### src/slgwi_pkg.sv
// Constants, register map and field layout of the lamp, pin and wake block
package slgwi_pkg;
    localparam int ADDR_W = 8;
    localparam int DATA_W = 32;
    localparam int NUM_GP = 3;

    // ************************************************************
    // Register byte addresses
    // ************************************************************
    localparam logic [7:0] REG_GP_CFG = 8'h00;
    localparam logic [7:0] REG_GP_OUT = 8'h04;
    localparam logic [7:0] REG_GP_IN = 8'h08;
    localparam logic [7:0] REG_WAKE_CFG = 8'h0C;
    localparam logic [7:0] REG_INT_STS = 8'h10;
    localparam logic [7:0] REG_INT_MASK = 8'h14;
    localparam logic [7:0] REG_BYTE_TEST = 8'h18;
    localparam logic [7:0] REG_PWR_CTL = 8'h1C;

    localparam logic [31:0] BYTE_TEST_VAL = 32'h8765_4321;

    // ************************************************************
    // Field layout of the pin configuration register
    // ************************************************************
    localparam int CFG_DIR_LSB = 0;
    localparam int CFG_OD_LSB = 4;
    localparam int CFG_LAMP_LSB = 8;

    // Wake configuration fields
    localparam int WAKE_EN_BIT = 0;
    localparam int WAKE_POL_BIT = 1;
    localparam int WAKE_OD_BIT = 2;
    localparam int WAKE_EVT_BIT = 3;

    // Interrupt status bits
    localparam int IRQ_WAKE_BIT = 0;
    localparam int IRQ_RESUME_BIT = 1;
    localparam int IRQ_GPIN_LSB = 2;
    localparam int IRQ_W = 5;

    // Power control: bit 0 enters the power-saving state
    localparam int PWR_SLEEP_BIT = 0;

    // ************************************************************
    // Timing
    // ************************************************************
    localparam int CLK_HZ = 25_000_000;
    localparam int ACT_MS = 80;
    localparam int ACT_CYCLES = CLK_HZ / 1000 * ACT_MS;

    typedef enum logic [2:0] {
        ACT_IDLE = 3'b001,
        ACT_OFF = 3'b010,
        ACT_ON = 3'b100
    } slgwi_act_state_t;
endpackage : slgwi_pkg

### src/slgwi_pin_if.sv
// Carrier between a pin driver and the core for one configurable pin
interface slgwi_pin_if;
    logic useLamp;
    logic lampLevel;
    logic isOutput;
    logic openDrain;
    logic outLevel;
    logic pinIn;
    logic pinOut;
    logic pinOe;
    logic inLevel;

    modport core (
        output useLamp,
        output lampLevel,
        output isOutput,
        output openDrain,
        output outLevel,
        input inLevel
    );
    modport pin (
        input useLamp,
        input lampLevel,
        input isOutput,
        input openDrain,
        input outLevel,
        input pinIn,
        output pinOut,
        output pinOe,
        output inLevel
    );
endinterface : slgwi_pin_if

### src/slgwi_core.sv
// Top of the lamp, pin and wake indicator block
// Behaviour
// RULE1 - Wake event asserts the wake output when the wake function is enabled.
// RULE2 - Software picks wake output polarity and push-pull or open-drain drive.
// RULE3 - Wake event and wake output never end the power-saving state.
// RULE4 - Power-saving state ends only on chip select with write strobe.
// RULE5 - Host aims its wake write at the byte-order test register.
// RULE6 - Each of three pins is push-pull out, open-drain out or input.
// RULE7 - Each pin selects its own function or a status lamp.
// RULE8 - Lamp-assigned pins are open-drain, pulling low only.
// RULE9 - Speed lamp low at 100M, negotiating or unplugged; high at 10M.
// RULE10 - Link and activity lamp held low while link is valid.
// RULE11 - Activity flashes lamp high 80 ms, then low at least 80 ms.
// RULE12 - Duplex lamp low in full duplex, high otherwise.
module slgwi_core
    import slgwi_pkg::*;
#(
    parameter int ACT_TICKS = slgwi_pkg::ACT_CYCLES
) (
    input wire logic mclk,
    input wire logic rst,
    input wire logic [slgwi_pkg::ADDR_W-1:0] regAddr,
    input wire logic [slgwi_pkg::DATA_W-1:0] regWdata,
    input wire logic regWr,
    input wire logic regRd,
    output logic [slgwi_pkg::DATA_W-1:0] regRdata,
    input wire logic chipSelectN,
    input wire logic writeStrobeN,
    input wire logic linkUp,
    input wire logic speed10,
    input wire logic autoNegBusy,
    input wire logic fullDuplex,
    input wire logic linkActivity,
    input wire logic wakeEvent,
    input wire logic [slgwi_pkg::NUM_GP-1:0] gpPinIn,
    output logic [slgwi_pkg::NUM_GP-1:0] gpPinOut,
    output logic [slgwi_pkg::NUM_GP-1:0] gpPinOe,
    output logic wakeIndicatorOut,
    output logic wakeIndicatorOe,
    output logic powerSaving,
    output logic irq
);
    import slgwi_pkg::*;

    if (ACT_TICKS < 1) begin : gBadTicks
        $error("ACT_TICKS must be at least one");
    end

    // ************************************************************
    // Registers
    // ************************************************************
    logic [NUM_GP-1:0] gpDir_q;
    logic [NUM_GP-1:0] gpOd_q;
    logic [NUM_GP-1:0] gpLamp_q;
    logic [NUM_GP-1:0] gpOut_q;
    logic wakeEn_q;
    logic wakePol_q;
    logic wakeOd_q;
    logic wakeLatch_q;
    logic [IRQ_W-1:0] intSts_q;
    logic [IRQ_W-1:0] intSts_d;
    logic [IRQ_W-1:0] intMask_q;
    logic sleep_q;
    logic [DATA_W-1:0] rdata_q;
    logic irq_q;
    logic wakeOut_q;
    logic wakeOe_q;
    logic [NUM_GP-1:0] gpInPrev_q;

    // ************************************************************
    // Pin synchronisers for the asynchronous inputs
    // ************************************************************
    logic [6:0] asyncIn;
    logic [6:0] syncA_q;
    logic [6:0] syncB_q;
    assign asyncIn = {wakeEvent, linkActivity, fullDuplex, autoNegBusy,
                      speed10, linkUp, 1'b0};

    logic csSyncA_q;
    logic csSyncB_q;
    logic wrSyncA_q;
    logic wrSyncB_q;

    always_ff @(posedge mclk) begin
        if (rst) begin
            syncA_q <= '0;
            syncB_q <= '0;
            csSyncA_q <= 1'b1;
            csSyncB_q <= 1'b1;
            wrSyncA_q <= 1'b1;
            wrSyncB_q <= 1'b1;
        end else begin
            syncA_q <= asyncIn;
            syncB_q <= syncA_q;
            csSyncA_q <= chipSelectN;
            csSyncB_q <= csSyncA_q;
            wrSyncA_q <= writeStrobeN;
            wrSyncB_q <= wrSyncA_q;
        end
    end

    logic sLink;
    logic sSpeed10;
    logic sAneg;
    logic sFull;
    logic sAct;
    logic sWake;
    assign sLink = syncB_q[1];
    assign sSpeed10 = syncB_q[2];
    assign sAneg = syncB_q[3];
    assign sFull = syncB_q[4];
    assign sAct = syncB_q[5];
    assign sWake = syncB_q[6];

    // ************************************************************
    // Address decode
    // ************************************************************
    logic wrCfg;
    logic wrOut;
    logic wrWake;
    logic wrSts;
    logic wrMask;
    logic wrPwr;
    assign wrCfg = regWr && (regAddr == REG_GP_CFG);
    assign wrOut = regWr && (regAddr == REG_GP_OUT);
    assign wrWake = regWr && (regAddr == REG_WAKE_CFG);
    assign wrSts = regWr && (regAddr == REG_INT_STS);
    assign wrMask = regWr && (regAddr == REG_INT_MASK);
    assign wrPwr = regWr && (regAddr == REG_PWR_CTL);

    // Host write cycle on the pins: both strobes low
    logic hostWrite;
    assign hostWrite = !csSyncB_q && !wrSyncB_q; // RULE4

    // ************************************************************
    // Lamp generation
    // ************************************************************
    logic speedLampN;
    logic duplexLampN;
    logic linkActLampN;
    // Negotiating or unplugged reads as the fast setting
    assign speedLampN = sSpeed10 && sLink && !sAneg; // RULE9
    assign duplexLampN = !(sLink && sFull); // RULE12

    slgwi_act_state_t actState_q;
    slgwi_act_state_t actState_d;
    logic [$clog2(ACT_TICKS+1)-1:0] actCnt_q;
    logic actDone;
    assign actDone = (actCnt_q == '0);

    always_comb begin
        actState_d = actState_q;
        unique case (actState_q)
            ACT_IDLE: begin
                if (sLink && sAct) begin
                    actState_d = ACT_OFF;
                end
            end
            ACT_OFF: begin
                if (actDone) begin
                    actState_d = ACT_ON;
                end
            end
            ACT_ON: begin
                // Minimum low time before another flash
                if (actDone) begin
                    actState_d = ACT_IDLE;
                end
            end
            default: actState_d = ACT_IDLE;
        endcase
    end

    always_ff @(posedge mclk) begin
        if (rst) begin
            actState_q <= ACT_IDLE;
            actCnt_q <= '0;
        end else begin
            actState_q <= actState_d; // RULE11
            if (actState_d != actState_q && actState_d != ACT_IDLE) begin
                actCnt_q <= ($clog2(ACT_TICKS+1))'(ACT_TICKS - 1);
            end else if (!actDone) begin
                actCnt_q <= actCnt_q - 1'b1;
            end
        end
    end

    // Lamp is on solid for a link, dark during the flash phase
    assign linkActLampN = !sLink || (actState_q == ACT_OFF); // RULE10

    // ************************************************************
    // Per-pin drivers
    // ************************************************************
    logic [NUM_GP-1:0] lampLevels;
    logic [NUM_GP-1:0] gpInLevel;
    assign lampLevels = {duplexLampN, linkActLampN, speedLampN};

    slgwi_pin_if pinBus [NUM_GP] ();

    for (genvar g = 0; g < NUM_GP; g++) begin : gPin
        assign pinBus[g].useLamp = gpLamp_q[g]; // RULE7
        assign pinBus[g].lampLevel = lampLevels[g];
        assign pinBus[g].isOutput = gpDir_q[g]; // RULE6
        assign pinBus[g].openDrain = gpOd_q[g];
        assign pinBus[g].outLevel = gpOut_q[g];
        assign pinBus[g].pinIn = gpPinIn[g];
        assign gpPinOut[g] = pinBus[g].pinOut;
        assign gpPinOe[g] = pinBus[g].pinOe;
        assign gpInLevel[g] = pinBus[g].inLevel;
        slgwi_pin_drv uDrv (
            .mclk(mclk),
            .rst(rst),
            .p(pinBus[g])
        );
    end

    // ************************************************************
    // Wake indicator and power state
    // ************************************************************
    logic wakeSet;
    logic resumeEvt;
    logic [NUM_GP-1:0] gpRise;
    assign wakeSet = sWake && wakeEn_q; // RULE1
    assign resumeEvt = sleep_q && hostWrite;
    assign gpRise = gpInLevel & ~gpInPrev_q & ~gpDir_q & ~gpLamp_q;

    always_ff @(posedge mclk) begin
        if (rst) begin
            sleep_q <= 1'b0;
        end else if (resumeEvt) begin
            // Wake event deliberately absent here
            sleep_q <= 1'b0; // RULE3 RULE4
        end else if (wrPwr && regWdata[PWR_SLEEP_BIT]) begin
            // Software only enters; leaving needs the host pins
            sleep_q <= 1'b1; // RULE4
        end
    end

    always_ff @(posedge mclk) begin
        if (rst) begin
            wakeLatch_q <= 1'b0;
        end else if (wakeSet) begin
            wakeLatch_q <= 1'b1; // RULE1
        end else if (wrWake && regWdata[WAKE_EVT_BIT]) begin
            wakeLatch_q <= 1'b0;
        end
    end

    logic wakeLvl;
    assign wakeLvl = wakeLatch_q ~^ wakePol_q;
    // Open-drain form never drives high; the pull-up gives the high level
    always_ff @(posedge mclk) begin
        if (rst) begin
            wakeOut_q <= 1'b0;
            wakeOe_q <= 1'b1;
        end else begin
            wakeOut_q <= !wakeOd_q && wakeLvl; // RULE2
            wakeOe_q <= wakeOd_q && wakeLvl; // RULE2
        end
    end

    // ************************************************************
    // Configuration writes
    // ************************************************************
    always_ff @(posedge mclk) begin
        if (rst) begin
            gpDir_q <= '0;
            gpOd_q <= '0;
            gpLamp_q <= '0;
            gpOut_q <= '0;
            wakeEn_q <= 1'b0;
            wakePol_q <= 1'b0;
            wakeOd_q <= 1'b0;
            intMask_q <= '0;
            gpInPrev_q <= '1;
        end else begin
            gpInPrev_q <= gpInLevel;
            if (wrCfg) begin
                gpDir_q <= regWdata[CFG_DIR_LSB +: NUM_GP];
                gpOd_q <= regWdata[CFG_OD_LSB +: NUM_GP];
                gpLamp_q <= regWdata[CFG_LAMP_LSB +: NUM_GP];
            end
            if (wrOut) begin
                gpOut_q <= regWdata[NUM_GP-1:0];
            end
            if (wrWake) begin
                wakeEn_q <= regWdata[WAKE_EN_BIT];
                wakePol_q <= regWdata[WAKE_POL_BIT];
                wakeOd_q <= regWdata[WAKE_OD_BIT];
            end
            if (wrMask) begin
                intMask_q <= regWdata[IRQ_W-1:0];
            end
        end
    end

    // ************************************************************
    // Interrupt status: set wins over write-one-to-clear
    // ************************************************************
    logic [IRQ_W-1:0] intSet;
    assign intSet = {gpRise, resumeEvt, wakeSet};
    always_comb begin
        intSts_d = intSts_q;
        if (wrSts) begin
            intSts_d = intSts_q & ~regWdata[IRQ_W-1:0];
        end
        intSts_d = intSts_d | intSet;
    end

    always_ff @(posedge mclk) begin
        if (rst) begin
            intSts_q <= '0;
            irq_q <= 1'b0;
        end else begin
            intSts_q <= intSts_d;
            irq_q <= |(intSts_d & intMask_q);
        end
    end

    // ************************************************************
    // Read data, valid the cycle after the strobe only
    // ************************************************************
    logic [DATA_W-1:0] rdMux;
    logic [DATA_W-1:0] cfgWord;
    logic [DATA_W-1:0] wakeWord;
    always_comb begin
        cfgWord = '0;
        cfgWord[CFG_DIR_LSB +: NUM_GP] = gpDir_q;
        cfgWord[CFG_OD_LSB +: NUM_GP] = gpOd_q;
        cfgWord[CFG_LAMP_LSB +: NUM_GP] = gpLamp_q;
        wakeWord = '0;
        wakeWord[WAKE_EN_BIT] = wakeEn_q;
        wakeWord[WAKE_POL_BIT] = wakePol_q;
        wakeWord[WAKE_OD_BIT] = wakeOd_q;
        wakeWord[WAKE_EVT_BIT] = wakeLatch_q;
        unique case (regAddr)
            REG_GP_CFG: rdMux = cfgWord;
            REG_GP_OUT: rdMux = {{(DATA_W-NUM_GP){1'b0}}, gpOut_q};
            REG_GP_IN: rdMux = {{(DATA_W-NUM_GP){1'b0}}, gpInLevel};
            REG_WAKE_CFG: rdMux = wakeWord;
            REG_INT_STS: rdMux = {{(DATA_W-IRQ_W){1'b0}}, intSts_q};
            REG_INT_MASK: rdMux = {{(DATA_W-IRQ_W){1'b0}}, intMask_q};
            REG_BYTE_TEST: rdMux = BYTE_TEST_VAL;
            REG_PWR_CTL: rdMux = {{(DATA_W-1){1'b0}}, sleep_q};
            default: rdMux = '0;
        endcase
    end

    always_ff @(posedge mclk) begin
        if (rst) begin
            rdata_q <= '0;
        end else if (regRd) begin
            rdata_q <= rdMux;
        end else begin
            rdata_q <= '0;
        end
    end

    assign regRdata = rdata_q;
    assign wakeIndicatorOut = wakeOut_q;
    assign wakeIndicatorOe = wakeOe_q;
    assign powerSaving = sleep_q;
    assign irq = irq_q;
endmodule : slgwi_core

### src/slgwi_pin_drv.sv
// One pin: synchroniser, mode selection and registered pad drive
module slgwi_pin_drv (
    input wire logic mclk,
    input wire logic rst,
    slgwi_pin_if.pin p
);
    logic syncA_q;
    logic syncB_q;
    logic pinOut_q;
    logic pinOe_q;
    logic wantLow;
    logic driveHigh;

    // Lamp function only ever pulls low
    assign wantLow = p.useLamp ? !p.lampLevel
                   : (p.isOutput && !p.outLevel); // RULE8
    assign driveHigh = !p.useLamp && p.isOutput && !p.openDrain
                     && p.outLevel; // RULE6

    always_ff @(posedge mclk) begin
        if (rst) begin
            // Idle pad sits at the pull-up, so no false edge after reset
            syncA_q <= 1'b1;
            syncB_q <= 1'b1;
            pinOut_q <= 1'b0;
            pinOe_q <= 1'b1;
        end else begin
            syncA_q <= p.pinIn;
            syncB_q <= syncA_q;
            pinOut_q <= driveHigh;
            pinOe_q <= !(wantLow || driveHigh);
        end
    end

    assign p.pinOut = pinOut_q;
    assign p.pinOe = pinOe_q;
    assign p.inLevel = syncB_q;
endmodule : slgwi_pin_drv

### config.mk
export PLATFORM = sky130hd
export DESIGN_NAME = slgwi_core
export DESIGN_NICKNAME = d
export VERILOG_FILES = /design/src/slgwi_pkg.sv /design/src/slgwi_pin_if.sv /design/src/slgwi_core.sv /design/src/slgwi_pin_drv.sv
export SDC_FILE = /design/constraint.sdc
export NUM_CORES = 1
export LEC_CHECK = 0
export BUFFER_PORTS_ARGS = -buffer_cell sky130_fd_sc_hd__buf_2
export CAP_MARGIN = 25
export CORE_UTILIZATION = 47
export CTS_CLUSTER_SIZE = 10
export DETAILED_ROUTE_END_ITERATION = 6
export GPL_ROUTABILITY_DRIVEN = 0
export PLACE_DENSITY = 0.71
export SETUP_SLACK_MARGIN = 0.1
export SYNTH_ARGS = -nofsm -noshare
export SYNTH_HDL_FRONTEND = slang
export SYNTH_HIERARCHICAL = 1
export SYNTH_SLANG_ARGS = --single-unit
### constraint.sdc
create_clock -name mclk -period 5.11 [get_ports mclk]
set_input_delay 0.511 -clock mclk [delete_from_list [all_inputs] [get_ports mclk]]
set_output_delay 0.511 -clock mclk [all_outputs]
set_load 0.01 [all_outputs]
### After elaboration in Yosys (flattened, before gate mapping)

Cells that the tools add are included.

* bits in registers: 119
* output and inout port bits: 42

* reductions and logical operators: 60
* add/subtract/negate cells: 1
* eq/ne operators: 13
* muxes and demuxes: 13
* bitwise operators: 12

Operator list (number)
* 32-bit case mux with 8 select lines: 1
* 21-bit 2-to-1 mux: 2
* 8-bit by 5-bit == test with 1-bit output (second input constant): 4
* 1-bit logical AND: 30
* 21-bit zero test: 1
* 21-bit by 1-bit subtractor with 21-bit output (second input constant): 1
* 1-bit zero test: 19
* 8-bit by 4-bit == test with 1-bit output (second input constant): 2
* 5-bit bitwise AND: 2
* 3-bit bitwise AND: 3
* 3-bit 2-to-1 mux: 3
* 3-bit inverter: 3
* 3-bit case mux with 3 select lines: 1
* 8-bit by 3-bit == test with 1-bit output (second input constant): 1
* 8-bit zero test: 1
* 2-bit OR reduction: 3
* 1-bit 2-to-1 mux: 5
* 5-bit 2-to-1 mux: 1
* 5-bit inverter: 1
* 5-bit OR: 1
* 5-bit OR reduction: 1
* 1-bit logical OR: 4
* 3-bit by 1-bit == test with 1-bit output (second input constant): 1
* 3-bit by 2-bit == test with 1-bit output (second input constant): 1
* other kinds (7): 7

### Longest topological paths before layout

Gate-level depths: netlist of run 1.

* word-level depth: 7
* gate-level depth with buffers: 7
* gate-level depth less buffers: 7

### Hierarchy

Netlist of run 1, hierarchy kept.

Modules (own cells, without submodules)
* slgwi_core: times used 1, area an instance 3628.5 sq um, cells an instance 392
* slgwi_pin_drv: times used 3, area an instance 151.4 sq um, cells an instance 11

### Worst setup path after synthesis of run 1

OpenSTA, ideal clock, no wires.

* kind: reg2reg
* from: reg actCnt_q[4]
* to: reg actCnt_q[15]
* path buffers: 1
* arrival: 2.277 ns
* slack: 2.759 ns
* stages on the path, launching flop included: 7
* setup time: 0.074 ns
* cells stage by stage: dfxtp_1 > or4_4 > or3_4 > or4_1 > clkbuf_2 > or4_1 > a31oi_1

* word-level cells in the longest chain between the ends: 6
* elaborated cells between the ends (all ways): 11

RTL lines
* from (decl): line slgwi_core.sv:147 `logic [$clog2(ACT_TICKS+1)-1:0] actCnt_q;`
* from (signal assigned): line slgwi_core.sv:181 `actCnt_q <= ($clog2(ACT_TICKS+1))'(ACT_TICKS - 1);`
* from (signal assigned): line slgwi_core.sv:183 `actCnt_q <= actCnt_q - 1'b1;`
* branches (longest 6 deep; another with 21-bit by 1-bit subtractor with 21-bit output)

Several ways; the timed one is not identified. The select of a mux whose other input is x is not followed.
A chain may end at the register's enable or synchronous reset.

### Final worst setup path of run 1

* from: reg actCnt_q[4]
* to: reg actCnt_q[19]

The elaborated chain is that of the path after synthesis.

==> results of run 1 <==
worst register-to-register path, stage by stage, from the launching register on:
cell and delay (ns):
dfxtp_1 0.34, or4_4 0.58, nor3b_1 0.73, a311o_1 0.70
or4_1 0.21, a31oi_1 0.08
synth_stat cells, drive strengths merged (2+ instances only):
master / number / area share (%)
dfxtp: 96 / 47
o31ai: 8 / 1.5
clkbuf: 15 / 1.4
ha: 2 / 0.61
a21o: 5 / 0.92
nand2b: 6 / 1.5
nand3b: 3 / 0.55
o21bai: 5 / 0.92
nand2: 22 / 2.0
nand3: 9 / 1.1
nor3b: 4 / 0.74
mux2: 8 / 2.2
and3: 4 / 0.61
and2: 2 / 0.31
or2: 17 / 2.6
buf: 30 / 5.3
a22oi: 5 / 0.92
mux2i: 14 / 3.4
nor2b: 19 / 3.1
o21a: 3 / 0.55
o21ai: 8 / 0.98
or4: 11 / 2.1
inv: 6 / 0.55
nand4: 5 / 0.77
xnor2: 3 / 0.64
nor2: 28 / 2.6
a31oi: 12 / 1.8
a211oi: 3 / 0.55
or3: 15 / 2.4
nor3: 6 / 0.74
nand4b: 2 / 0.43
a21oi: 28 / 3.4
nor4b: 9 / 3.0
kinds of logic after synthesis:
logic type	synth area share [%]
buffers and inverters	7.26
AOI/OAI and AO/OA	13.6
and+or+nand+nor	24.9
adders and majority gates	0.613
xor gates and xnor gates	0.858
DFF	47.1
muxes	5.64
other	0.0919
final cells by class:
class | instances | area (um^2) | share of cell area [%]
Multi-Input combinational cell | 290 | 1910 | 42.2
Clock buffer | 10 | 138 | 3.04
Sequential cell | 96 | 1920 | 42.5
Clock inverter | 6 | 67.6 | 1.49
Timing Repair Buffer | 65 | 335 | 7.41
Tap cell | 105 | 131 | 2.90
Inverter | 6 | 22.5 | 0.498
worst paths after layout:
kind / startpoint / to / slack (ns) / cells after the start
max reg2reg: actCnt_q[4] / actCnt_q[19] / 2.33 / 5
min: gpPinIn[1] / gPin[1].uDrv/syncA_q / 0.33 / 2
min reg2reg: gPin[0].uDrv/syncA_q / gPin[0].uDrv/p.inLevel / 0.41 / 1
max: actCnt_q[4] / actCnt_q[19] / 2.33 / 5
power breakdown:
group	switching (mW)	leakage [nW]	internal, mW
sequential	0.0549	0.783	0.817
combinational	0.288	0.978	0.209
clock	0.260	0.104	0.242
total	0.603	1.86	1.27
layer usage:
metal  vias up  wire length, um  global-route usage [%]
met1      1441             3770                    23.9
met2       101             3660                    29.6
met3        14              473                    5.10
li1       1559                -                       -
met4         0              126                    5.81
met5         -                0                       0
flip-flops by register name, summed over array words and instances (netlist names), 3 cells and up:
| name | flops |
|---|---|
| actCnt_q | 21 |
| actState_q | 3 |
| gPin.uDrv/p.inLevel | 3 |
| gPin.uDrv/p.pinOe | 3 |
| gPin.uDrv/p.pinOut | 3 |
| gPin.uDrv/syncA_q | 3 |
| gpDir_q | 3 |
| gpInPrev_q | 3 |
| gpLamp_q | 3 |
| gpOd_q | 3 |
| gpOut_q | 3 |
| intMask_q | 5 |
| intSts_q | 5 |
| regRdata | 11 |
| syncA_q | 6 |
| syncB_q | 6 |
==> run summary, run 1 <==
HP Class = in -> reg
max cap viols = 0
TritonCTS Buffers = 9
post-route ant nets = 0
share of cells above drive strength 1 = 23.9%
Non-Filler Instances = 578
Post-CTS Setup Repair Bufs = 0
Main synth FF type = dfxtp_1
die area = 0.00906 mm^2
final core utilization = 54.5%
Critical Path Fanout Max = 18
Layout Nets = 525
Tmin final = 2.78 ns
die width = 95.2 um
Syn Area/Cell = 9.61 um^2
fillcell total = 755
Design Power = 1.87 mW
Leak = 1.86 nW
Buf/Inv on CP = 0
htree depth = 3
max frequency = 0.359 GHz
1st-iter DRT viols = 150
most frequent cells in the layout = dfxtp_1 (96), buf_2 (61), nor2_1 (28), a21oi_1 (28), nand2_1 (22)
Pre-antenna DRT Iters = 5
cell area after layout = 0.00453 mm^2
Yosys reg bits = 96
# DRC = 0
CTS clk-pin slew, worst paths = 0.09 ns
vias in the first global route = 2,740
Synth-to-Final Area Change = 10.8%
Critical Path Start Type = register
final period utilization = 54.5%
Post-Syn Instances = 425
Max Slew Vio Count = 0
crit path max-delay cell type = nor3b_1
ys async rst share = 0%
crit end category = register
VDD IR-drop max = 0.000302 V
Max Root-Sink Buffers = 2
largest net degree at the start of global routing = 81
first-pass GRT wire length = 12,800 um
Crit Path Category = reg -> reg
DRT Wirelength = 8040 um
EDFF count, synth = 0
hold slack = 0.327 ns
die height = 95.2 um
initial antenna violation count = 0
Initial Util = 49.2%
root buffer cell = clkbuf_8
setup ws final = 2.33 ns
Placed Area = 0.00432 mm^2
Post-DP HPWL = 5590 um
Yosys warning total = 6
# resized after CTS = 0
crit path cell chain = or4_4 -> nor3b_1 -> a311o_1 -> or4_1 -> a31oi_1
via count = 3,115
# hold bufs at CTS = 0
clock latency on the worst-skew pair = 0.36 ns
CTS tree = built
All-Layer GR Usage = 18.4%
DR WL/cell = 13.9 um
# setup viols final = 0
worst-case clock skew = 0.00942 ns
Critical Path Max Stage Delay = 0.73 ns
pwr dens = 414 mW/mm^2
FP Rows = 33
placed instance count = 562
crit path DAT = 3.00 ns
final setup TNS = 0 ns
run status = finished clean
Mapped Area = 0.00408 mm^2
Worst Tran Pin Value = 0.844 ns
Num Clock Sinks = 96
Yosys cell types = 54
RSZ-0062 raised after global routing = no
IO Port Bufs = 61
CP required = 5.33 ns
relative slew slack = 43.6%
core area = 0.00830 mm^2
gr ovfl total = 0
sequential share of the synthesized area = 47.1%
Top Ports = 97
# diodes = 0
most common cell after layout, fill and taps aside = dfxtp_1
drt via density = 5.39
delay-heaviest family, CP = simple AND/OR/NAND/NOR gates
pre-CTS WS = 2.36 ns
Fin. Hold Viols = 0
Power figures use the tool's default switching activity.
==> run 2: changes to the inputs <==
Clock period 5.11 ns to 2.8 ns, I/O delays scaled along.
==> run 2 against run 1 <==
Net effect:
- cell area rose by 0.80%
- hold slack worse by 0.23 ns
- critical path type unchanged
- highest routed layer unchanged
- non-clock buffer count rose by 6
- largest power group unchanged
==> run summary, run 2 (synthesis gave the netlist of run 1 again) <==
Critical Path Start Type = register
FP Rows = 33 (unchanged)
die area = 0.00906 mm^2 (unchanged)
HP Start = gpPinIn[0]
CP required = 3.09 ns (-2.24 ns)
max cap viols = 0 (unchanged)
met1 WL = 3870 um (+2.7%)
via count = 3,159 (+1.4%)
IO Port Bufs = 61 (unchanged)
htree depth = 3 (unchanged)
max frequency = 0.396 GHz (+10%)
crit path DAT = 2.82 ns (-0.18 ns)
Internal = 2.34 mW (+84%)
hold slack = 0.0935 ns (-0.234 ns)
All-Layer GR Usage = 19.4% (+0.95 points)
Max Root-Sink Buffers = 2 (unchanged)
# setup viols final = 0 (unchanged)
clock latency on the worst-skew pair = 0.37 ns (about the same)
worst-case clock skew = 0.0133 ns (+0.00390 ns)
Worst Tran Pin Value = 0.522 ns (-0.322 ns)
drt via density = 5.41 (+0.37%)
first-pass GRT wire length = 13,400 um (+4.6%)
max reg flops = 21 (unchanged)
R2R setup slack = 0.28 ns (-2.05 ns)
1st-iter DRT viols = 137 (-8.7%)
Logic pwr share = 27.8% (+1.2 points)
delay-heaviest family, CP = simple AND/OR/NAND/NOR gates
Crit Path Category = reg -> reg
Pre-antenna DRT Iters = 4 (-1)
power share of the clock group = 26.1% (-0.7 points)
FF-to-FF End = actCnt_q[17]
final setup TNS = 0 ns (unchanged)
root buffer cell = clkbuf_8
Critical Path Max Stage Delay = 0.56 ns (-0.17 ns)
largest net degree at the start of global routing = 31 (-62%)
vias in the first global route = 2,838 (+3.6%)
crit-path most repeated cell = or4_1
HP Class = in -> reg
post-route ant nets = 0 (unchanged)
most common cell after layout, fill and taps aside = dfxtp_1
Max Slew Vio Count = 0 (unchanged)
VDD IR-drop max = 0.000421 V (+39%)
Reg power frac = 46.1% (-0.5 points)
met3 WL post-DR = 425 um (-10%)
Sw Pwr = 1.12 mW (+85%)
initial antenna violation count = 0 (unchanged)
final period utilization = 90.2% (+36 points)
Top reg by flops = actCnt_q
Critical Path Fanout Max = 8 (-10)
pwr dens = 757 mW/mm^2 (+83%)
Leak = 1.89 nW (+1.2%)
# DRC = 0 (unchanged)
CTS clk-pin slew, worst paths = 0.10 ns (about the same)
# hold bufs at CTS = 0 (unchanged)
WL met2 = 3770 um (+2.9%)
run status = finished clean
Layout Nets = 531 (+1.1%)
Post-DP HPWL = 5950 um (+6.4%)
area of the multi-input gates = 0.00191 mm^2 (unchanged)
register area = 0.00192 mm^2 (unchanged)
fillcell total = 768 (+1.7%)
# diodes = 0 (unchanged)
# resized after CTS = 0 (unchanged)
max layer used = met4
cell area after layout = 0.00456 mm^2 (+0.80%)
Post-CTS Setup Repair Bufs = 0 (unchanged)
Num Clock Sinks = 96 (unchanged)
DRT Wirelength = 8230 um (+2.4%)
relative slew slack = 64.3% (+21 points)
hold-critical path endpoint = gPin[0].uDrv/syncA_q
share of cells above drive strength 1 = 24.6% (+0.74 points)
Placed Area = 0.00437 mm^2 (+1.0%)
CTS tree = built
crit end category = register
Top Ports = 97 (unchanged)
crit path cell chain = or4_4 -> or3_4 -> or4_1 -> or4_1 -> a31oi_1
TritonCTS Buffers = 9 (unchanged)
die width = 95.2 um (unchanged)
Buf/Inv on CP = 0 (unchanged)
core area = 0.00830 mm^2 (unchanged)
most frequent cells in the layout = dfxtp_1 (96), buf_2 (61), nor2_1 (28), a21oi_1 (28), nand2_1 (22)
sw frac = 32.4% (+0.15 points)
crit path max-delay cell type = or4_1
Min-Delay Path Depth = 2 (unchanged)
R2R depth = 5 (unchanged)
worst r2r src = actCnt_q[2]
Initial Util = 49.2% (unchanged)
Fin. Hold Viols = 0 (unchanged)
Synth-to-Final Area Change = 11.7%
Tmin final = 2.52 ns (-0.258 ns)
die height = 95.2 um (unchanged)
RSZ-0062 raised after global routing = no
gr ovfl total = 0 (unchanged)
DR WL/cell = 14.1 um (+1.3%)
## run 2: cell types whose count changed in the layout (fill, tap and decap cells not counted), sizes merged
| cell | change |
|---|---|
| buf | +6 |
## run 2: power groups by stage
stage               sequential, mW  clock, mW  combinational [mW]
finish                        1.59      0.902               0.960
global route                  1.61      0.980                1.09
CTS                           1.59      0.925               0.959
detailed placement            1.62          0               0.952
global placement              1.61          0               0.912
floorplan                     1.59          0               0.742
## run 2: worst max-delay path by stage
stage | slack (ns) | start | cells after the start | to
2_1_floorplan | 0.45 | actCnt_q[4] | 6 | actCnt_q[17]
3_3_place_gp | 0.34 | actCnt_q[4] | 5 | actCnt_q[17]
3_5_place_dp | 0.30 | actCnt_q[4] | 5 | actCnt_q[17]
4_1_cts | 0.28 | actCnt_q[4] | 5 | actCnt_q[17]
5_1_grt | 0.15 | actCnt_q[2] | 5 | actCnt_q[17]
6_report | 0.28 | actCnt_q[2] | 5 | actCnt_q[17]
## run 2: metal layers
metal  up-vias  global-route usage, %
li1       1572                      -
met1      1475                   25.8
met2        96                   30.2
met3        16                   4.07
met4         0                   8.33
met5         -                      0
## run 2: final cells by class
type | instances | area share (%)
clock inverter | 6 | 1.51
inverter | 6 | 0.494
tap | 105 | 2.88
clock buffer | 10 | 2.80
sequential | 96 | 42.1
timing repair buffer | 71 | 8.34
multi-input combinational | 290 | 41.9
## run 2: metrics by stage
step           std cells  setup WS, ns  power (mW)  util [%]
6_report             584         0.276        3.45      55.0
4_1_cts              584         0.280        3.47      55.0
3_3_place_gp         568         0.343        2.53      52.6
2_1_floorplan        437         0.449        2.34         -
3_5_place_dp         568         0.297        2.57      52.6
5_1_grt              584         0.149        3.68      55.0
